## config.mk

```make
export PLATFORM = sky130hd
export DESIGN_NAME = media_mode_select
export DESIGN_NICKNAME = d
export VERILOG_FILES = /design/src/core/media_mode_pkg.sv /design/src/core/media_mode_select.sv
export VERILOG_INCLUDE_DIRS = /design/src /design/src/core
export SDC_FILE = /design/constraint.sdc
export NUM_CORES = 1
export LEC_CHECK = 0
export BUFFER_PORTS_ARGS = -buffer_cell sky130_fd_sc_hd__buf_2
export CAP_MARGIN = 20
export CORE_ASPECT_RATIO = 1.4
export CORE_MARGIN = 2
export CORE_UTILIZATION = 43
export DETAILED_ROUTE_END_ITERATION = 16
export PLACE_DENSITY = 0.95
export REMOVE_ABC_BUFFERS = 1
export SYNTH_ARGS = -nofsm -noshare
export SYNTH_HDL_FRONTEND = slang
export SYNTH_SLANG_ARGS = --single-unit
```

## constraint.sdc

```tcl
create_clock -name sys_clk -period 3 [get_ports sys_clk]
set_input_delay 0.6 -clock sys_clk [delete_from_list [all_inputs] [get_ports sys_clk]]
set_output_delay 0.6 -clock sys_clk [all_outputs]
set_load 0.01 [all_outputs]
```

## src/core/media_mode_consts.svh

```systemverilog
`ifndef MEDIA_MODE_CONSTS_SVH
`define MEDIA_MODE_CONSTS_SVH
// Management register bit positions (bit 15 msb)
`define REG0_SPEED_LSB 6
`define REG0_DUPLEX 8
`define REG0_ANEG_EN 12
`define REG0_SPEED_MSB 13
`define REG23_PREFER_SERIAL 11
`define EXT20_MEDIA_HI 7
`define EXT20_MEDIA_LO 6
`define MGMT_REG_W 16
`define SPEED_10 2'h0
`define SPEED_100 2'h1
`define SPEED_1000 2'h2
`define MEDIA_NONE 2'h0
`define MEDIA_COPPER 2'h1
`define MEDIA_SERIAL 2'h2
`define LED_FORCE_OFF 2'h0
`define LED_FORCE_ON 2'h1
`define LED_LINK 2'h2
`define LINE_RATE_MBAUD 1250
`endif

```

## src/core/media_mode_pkg.sv

```systemverilog
package media_mode_pkg;
	typedef enum logic [1:0] {
		MAC_SERDES,
		MAC_SGMII,
		MAC_SGMII_FX
	} mac_mode_t;
	typedef enum logic {
		SER_PCS_ANEG,
		SER_PASS_THROUGH
	} serial_mode_t;
	typedef struct packed {
		logic [1:0] speed;
		logic full_duplex;
		logic master;
	} resolved_t;
	typedef struct packed {
		logic link;
		logic trying;
	} media_status_t;
endpackage : media_mode_pkg

```

## src/core/media_mode_select.sv

```systemverilog
`timescale 1ns/10ps
`include "media_mode_consts.svh"
// Contract
// - Plain serial MAC carries only gigabit; 10 and 100 refused.
// - Serial media interface runs at 1.25 Gbps, gigabit full or half duplex.
// - Serial PCS autoneg mode shows serial control and status in regs 0-15.
// - Serial PCS autoneg mode limits copper pluggable module to gigabit.
// - Pass-through: regs 0-15 and indicators report no serial link information.
// - Pass-through: indicators honour only forced on and forced off.
// - Pass-through link is up while optical energy input is asserted.
// - Media autoselect picks copper or serial by preference bit 23.11.
// - Preferred media link-up overrides and drops a non-preferred link.
// - Serial preferred: copper links only while serial down; serial holds until loss.
// - Copper preferred: copper when linked or trying; serial only if copper unlinked.
// - Selected media (none, copper, serial) reported in extended reg 20 bits 7:6.
// - Autoselect with serial autoneg: regs 0-15 cover both media.
// - Copper autoneg resolves speed, duplex, role; next pages pass between MACs.
// - Partner without autoneg: parallel detection picks the speed.
// - Clearing reg 0 bit 12 disables copper autoneg.
// - Autoneg off: speed from reg 0 bits 6 and 13, duplex bit 8.
// - SGMII to 100 fiber keeps packet generator, CRC counters, loopback.
// - Register bits numbered 15 msb down to 0 lsb.
module media_mode_select (
	input wire logic sys_clk,
	input wire logic reset_n,
	input wire media_mode_pkg::mac_mode_t mac_mode,
	input wire media_mode_pkg::serial_mode_t serial_mode,
	input wire logic media_autoselect,
	input wire logic [`MGMT_REG_W-1:0] ctrl_reg0,
	input wire logic [`MGMT_REG_W-1:0] ctrl_reg23,
	input wire logic [1:0] led_mode,
	input wire logic optical_energy_present,
	input wire media_mode_pkg::media_status_t copper_status,
	input wire media_mode_pkg::media_status_t serial_status,
	input wire media_mode_pkg::resolved_t aneg_result,
	input wire logic aneg_complete,
	input wire logic partner_aneg_able,
	input wire logic [1:0] parallel_speed,
	input wire logic [`MGMT_REG_W-1:0] partner_next_page,
	input wire logic partner_np_valid,
	input wire logic [`MGMT_REG_W-1:0] local_next_page,
	input wire logic local_np_valid,
	output logic [1:0] active_media_q,
	output logic [`MGMT_REG_W-1:0] ext_reg20_q,
	output logic copper_aneg_en_q,
	output logic copper_link_allow_q,
	output logic serial_link_allow_q,
	output media_mode_pkg::resolved_t op_mode_q,
	output logic speed_refused_q,
	output logic copper_sfp_gig_only_q,
	output logic [1:0] mgmt_view_q,
	output logic link_status_q,
	output logic led_out_q,
	output logic fx_test_en_q,
	output logic [`MGMT_REG_W-1:0] np_to_mac_q,
	output logic np_to_mac_valid_q,
	output logic [`MGMT_REG_W-1:0] np_to_line_q,
	output logic np_to_line_valid_q
);
	logic [1:0] energy_sync_q;
	logic pass_link;
	logic prefer_serial;
	logic [1:0] media_d;
	logic serial_up;
	media_mode_pkg::resolved_t op_d;

	// Pin crosses from the optics module, so two stages first
	always_ff @(posedge sys_clk or negedge reset_n) begin
		if (!reset_n) begin
			energy_sync_q <= 2'h0;
		end else begin
			energy_sync_q <= {energy_sync_q[0], optical_energy_present};
		end
	end

	assign pass_link = energy_sync_q[1];
	assign prefer_serial = ctrl_reg23[`REG23_PREFER_SERIAL];
	assign serial_up = (serial_mode == media_mode_pkg::SER_PASS_THROUGH) ? pass_link
		: serial_status.link;

	// Media arbitration; serial lock-in comes from serial_up alone, active_media_q is not fed back
	always_comb begin
		media_d = `MEDIA_NONE;
		if (!media_autoselect) begin
			media_d = (mac_mode == media_mode_pkg::MAC_SGMII_FX || serial_up) ?
				`MEDIA_SERIAL : (copper_status.link ? `MEDIA_COPPER : `MEDIA_NONE);
			if (mac_mode == media_mode_pkg::MAC_SERDES || mac_mode == media_mode_pkg::MAC_SGMII)
				media_d = copper_status.link ? `MEDIA_COPPER : `MEDIA_NONE;
		end else if (prefer_serial) begin
			if (serial_up) begin
				media_d = `MEDIA_SERIAL;
			end else if (copper_status.link) begin
				media_d = `MEDIA_COPPER;
			end
		end else begin
			if (copper_status.link || copper_status.trying) begin
				media_d = `MEDIA_COPPER;
			end else if (serial_up) begin
				media_d = `MEDIA_SERIAL;
			end
		end
	end

	always_ff @(posedge sys_clk or negedge reset_n) begin
		if (!reset_n) begin
			active_media_q <= `MEDIA_NONE;
			ext_reg20_q <= 16'h0000;
			copper_link_allow_q <= 1'b1;
			serial_link_allow_q <= 1'b1;
		end else begin
			active_media_q <= media_d;
			ext_reg20_q <= '0;
			ext_reg20_q[`EXT20_MEDIA_HI:`EXT20_MEDIA_LO] <= media_d;
			// Copper is held off while serial is up and preferred under autoselect
			copper_link_allow_q <= !(media_autoselect && prefer_serial && serial_up);
			serial_link_allow_q <= !(media_autoselect && !prefer_serial
				&& (copper_status.link || copper_status.trying));
		end
	end

	// Speed and duplex resolution
	always_comb begin
		op_d = '0;
		if (!ctrl_reg0[`REG0_ANEG_EN]) begin
			op_d.speed = {ctrl_reg0[`REG0_SPEED_MSB], ctrl_reg0[`REG0_SPEED_LSB]};
			op_d.full_duplex = ctrl_reg0[`REG0_DUPLEX];
		end else if (!partner_aneg_able) begin
			op_d.speed = parallel_speed;
			op_d.full_duplex = 1'b0;
		end else if (aneg_complete) begin
			op_d = aneg_result;
		end
		// Serial link outside SGMII-FX mode is gigabit only, whatever copper resolved
		if (active_media_q == `MEDIA_SERIAL && mac_mode != media_mode_pkg::MAC_SGMII_FX) begin
			op_d.speed = `SPEED_1000;
		end
		if (mac_mode == media_mode_pkg::MAC_SGMII_FX && active_media_q == `MEDIA_SERIAL) begin
			op_d.speed = `SPEED_100;
		end
	end

	always_ff @(posedge sys_clk or negedge reset_n) begin
		if (!reset_n) begin
			op_mode_q <= '0;
			speed_refused_q <= 1'b0;
			copper_aneg_en_q <= 1'b1;
			copper_sfp_gig_only_q <= 1'b0;
			fx_test_en_q <= 1'b0;
		end else begin
			copper_aneg_en_q <= ctrl_reg0[`REG0_ANEG_EN];
			// Plain serial MAC can only ship gigabit; flag others and pin speed
			if (mac_mode == media_mode_pkg::MAC_SERDES) begin
				op_mode_q <= '{speed: `SPEED_1000, full_duplex: op_d.full_duplex,
					master: op_d.master};
				speed_refused_q <= (op_d.speed != `SPEED_1000);
			end else begin
				op_mode_q <= op_d;
				speed_refused_q <= 1'b0;
			end
			copper_sfp_gig_only_q <= (serial_mode == media_mode_pkg::SER_PCS_ANEG);
			fx_test_en_q <= (mac_mode == media_mode_pkg::MAC_SGMII_FX);
		end
	end

	// Which media regs 0-15 show: bit0 copper, bit1 serial
	always_ff @(posedge sys_clk or negedge reset_n) begin
		if (!reset_n) begin
			mgmt_view_q <= 2'h0;
			link_status_q <= 1'b0;
			led_out_q <= 1'b0;
		end else begin
			if (serial_mode == media_mode_pkg::SER_PASS_THROUGH) begin
				mgmt_view_q <= {1'b0, media_autoselect};
				link_status_q <= (active_media_q == `MEDIA_COPPER) && copper_status.link;
				led_out_q <= (led_mode == `LED_FORCE_ON);
			end else begin
				mgmt_view_q <= media_autoselect ? 2'h3 : 2'h2;
				link_status_q <= (active_media_q == `MEDIA_COPPER) ? copper_status.link
					: (active_media_q == `MEDIA_SERIAL) && serial_status.link;
				led_out_q <= (led_mode == `LED_FORCE_ON) ||
					((led_mode == `LED_LINK) && active_media_q != `MEDIA_NONE);
			end
		end
	end

	// Next pages pass through in both directions, valid only while reg 0 bit 12 enables autoneg
	always_ff @(posedge sys_clk or negedge reset_n) begin
		if (!reset_n) begin
			np_to_mac_q <= 16'h0000;
			np_to_mac_valid_q <= 1'b0;
			np_to_line_q <= 16'h0000;
			np_to_line_valid_q <= 1'b0;
		end else begin
			np_to_mac_valid_q <= partner_np_valid && ctrl_reg0[`REG0_ANEG_EN];
			np_to_line_valid_q <= local_np_valid && ctrl_reg0[`REG0_ANEG_EN];
			if (partner_np_valid) begin
				np_to_mac_q <= partner_next_page;
			end
			if (local_np_valid) begin
				np_to_line_q <= local_next_page;
			end
		end
	end
endmodule : media_mode_select

```

==> flow_metrics.py <==
metrics = {
    "place": {
        "place_congestion": 0.674,
        "dp_hpwl_um": 3260,
        "placed_area_mm2": 0.00259,
        "port_buffers": 110,
        "dp.cells": 311,
    },
    "worst_setup_path": {
        "cpLargestDelayFamily": "flip-flops",
        "rrSetupSlack_ns": 1.89,
        "worst_ep_required_time_ns": 2.40,
        "slowest_delay_ns": 0.52,
        "cp-start-kind": "register",
        "crit_path_cell_trace": "buf_2",
        "end_kind": "output port",
        "path_class": "register to output port",
        "worst_path_max_delay_cell": "dfstp_2",
        "worstPathArrival_ns": 0.95,
        "crit_path_start": "serial_link_allow_q",
        "critPathMaxFanout": 1,
        "path_buf_inv": 1,
        "reg2reg_from": "ext_reg20_q[6]",
    },
    "floorplan": {
        "io_pins": 153,
        "die-area_mm2": 0.00543,
        "die_w_um": 62.8,
        "die_height_um": 86.4,
        "rows": 30,
        "core_mm2": 0.00477,
        "initial_utilization_pct": 43.7,
    },
    "power_and_ir_drop": {
        "pwr-share-comb_pct": 18.1,
        "intPower_mw": 1.04,
        "power_frac_seq_pct": 55.2,
        "power.net_switching_uw": 369,
        "p_per_area_mw_per_mm2": 521,
        "p_leak_nw": 1.38,
        "pwr-share-clk_pct": 26.7,
        "switching_share_pct": 26.2,
        "peakVddDrop_mv": 0.273,
    },
    "sta": {
        "rsz0062_at_grt": "no",
        "final.setup.tns_ns": 0,
        "finClkSkew_ns": 0.00580,
        "hold_viol_final": 0,
        "slew_headroom_pct": 61.8,
        "tightest_slew_ns": 0.573,
        "setup_viol": 0,
        "fin_crit_sh_pct": 51.6,
        "timing.fmax_mhz": 646,
        "slew_viol_final": 0,
        "post-route-min-period_ns": 1.55,
    },
    "final_layout": {
        "fin_area_mm2": 0.00270,
        "area_growth_pct": 29.7,
        "drive_gt1_share_pct": 62.5,
        "final-instance-count-excl-fill": 320,
        "fillers": 403,
        "finalNetCount": 342,
        "antenna_cells": 0,
    },
    "cts": {
        "cts_buffer_depth": 2,
        "postCtsResizedCells": 0,
        "cts.sinks": 51,
        "cts_setup_buffers": 0,
        "htree_levels": 2,
        "postCtsHoldBufs": 0,
        "clk_latency_ns": 0.30,
        "cts.clk_slew.worst_paths_ns": 0.09,
        "numCtsBuffers": 5,
        "clockRootBuffer": "clkbuf_8",
        "cts_tree": "built",
    },
    "synthesis": {
        "synth_edf_count": 0,
        "yosysWarnings": 0,
        "syn-mean-instance-area_um2": 14.3,
        "synth_seq_cells": 51,
        "synth_cell_types": 30,
        "synthArstFlopShare_pct": 100,
        "ys_seq_area_share_pct": 61.4,
        "ys.flop_type": "dfrtp_1",
        "syn_area_mm2": 0.00208,
        "netlist_instances": 146,
    },
    "grt": {
        "grt_max_degree": 52,
        "grt.overflow.total": 0,
        "grt_pass1_vias": 1379,
        "grt_pass1_wl_um": 6350,
        "antenna_found_initial": 0,
        "track_usage_pct": 15.3,
    },
    "detailed_routing": {
        "drtIter0Drc": 32,
        "antenna_left": 0,
        "drcViolationCount": 0,
        "vias": 1475,
        "wl_met1_um": 1470,
        "top_layer": "met4",
        "met2_length_um": 2380,
        "drt-total-wl_um": 4150,
        "first_pass_iters": 4,
        "detail_route.wl_per_cell_um": 13.0,
        "route.met3.wl_um": 280,
        "vias_per_cell": 4.61,
    },
    "min_path": {
        "hp-class": "input pin to async pin",
    },
    "run_status": {
        "run_status": "completed",
    },
    "job": {
        "drv_cap": 0,
    },
}
## layer usage
layer  track usage (%)  vias up
met2              29.3       78
li1                  -      688
met5                 0        -
met4              6.06        0
met1              15.7      706
met3              4.03        3
## power by group through the flow
stage	logic [mW]	registers, mW	clock network [mW]
after floorplan	0.0804	0.822	0
after global placement	0.245	0.786	0
after detailed placement	0.254	0.791	0
after CTS	0.255	0.777	0.385
after global routing	0.277	0.785	0.419
final	0.255	0.777	0.377
## layout make-up
class	instances	area, um^2	area share, %
clock buffer	6	72.6	2.69
clock inverter	2	12.5	0.463
inverter	5	18.8	0.694
multi-input combinational	81	661	24.4
sequential	51	1280	47.4
tap	64	80.1	2.96
timing repair buffer	111	578	21.4
## stage by stage
step | setup WS (ns) | util [%] | total power [mW] | hold slack, ns
floorplan | 1.74 | - | 0.902 | 0.304
global placement | 1.48 | 54.3 | 1.03 | 0.341
detailed placement | 1.43 | 54.3 | 1.05 | 0.365
CTS | 1.44 | 56.1 | 1.42 | 0.386
global route | 1.41 | 56.7 | 1.48 | 0.321
finish | 1.45 | 56.7 | 1.41 | 0.286
## cell usage after synthesis (2+ instances only)
cell,n,area share (%)
buf_4,20,7.2
mux2_2,33,18
nor2b_1,2,0.60
nor3_1,2,0.48
nand4_1,2,0.60
nand2_1,3,0.54
nor2_1,6,1.1
dfstp_2,3,3.8
dfrtp_1,48,58
buf_6,2,1.1
inv_1,5,0.90
and2_1,2,0.60
## kinds of logic after synthesis
family	synth area share (%)
AOI/OAI and AO/OA	4.74
buffers and inverters	9.19
DFF	61.4
muxes	18.5
other	0.180
and+or+nand+nor	5.95
## final timing paths
path	to	depth (start not counted)
max reg2reg	speed_refused_q	3
max in group asynchronous	copper_aneg_en_q	2
min in group sys_clk	energy_sync_q[1]	0
min reg2reg	energy_sync_q[1]	0
min	energy_sync_q[0]	1
max	serial_link_allow_q	1
## cells in the final DEF (no fill, tap or decap), drive strengths merged, types with 2 or more instances in the layout
cell and count:
buf 111, dfrtp 48, mux2 33, conb 14, nor2 6, clkbuf 6, inv 5, nand2 3
dfstp 3, nor2b 2, and2 2, nand4 2, nor3 2, nand2b 2
## flip-flops by register name (all words and copies together), names as in the netlist, 2 cells and up
signal	count
energy_sync_q	2
np_to_mac_q	16
ext_reg20_q	2
np_to_line_q	16
op_mode_q	4
Power figures use the tool's default switching activity.
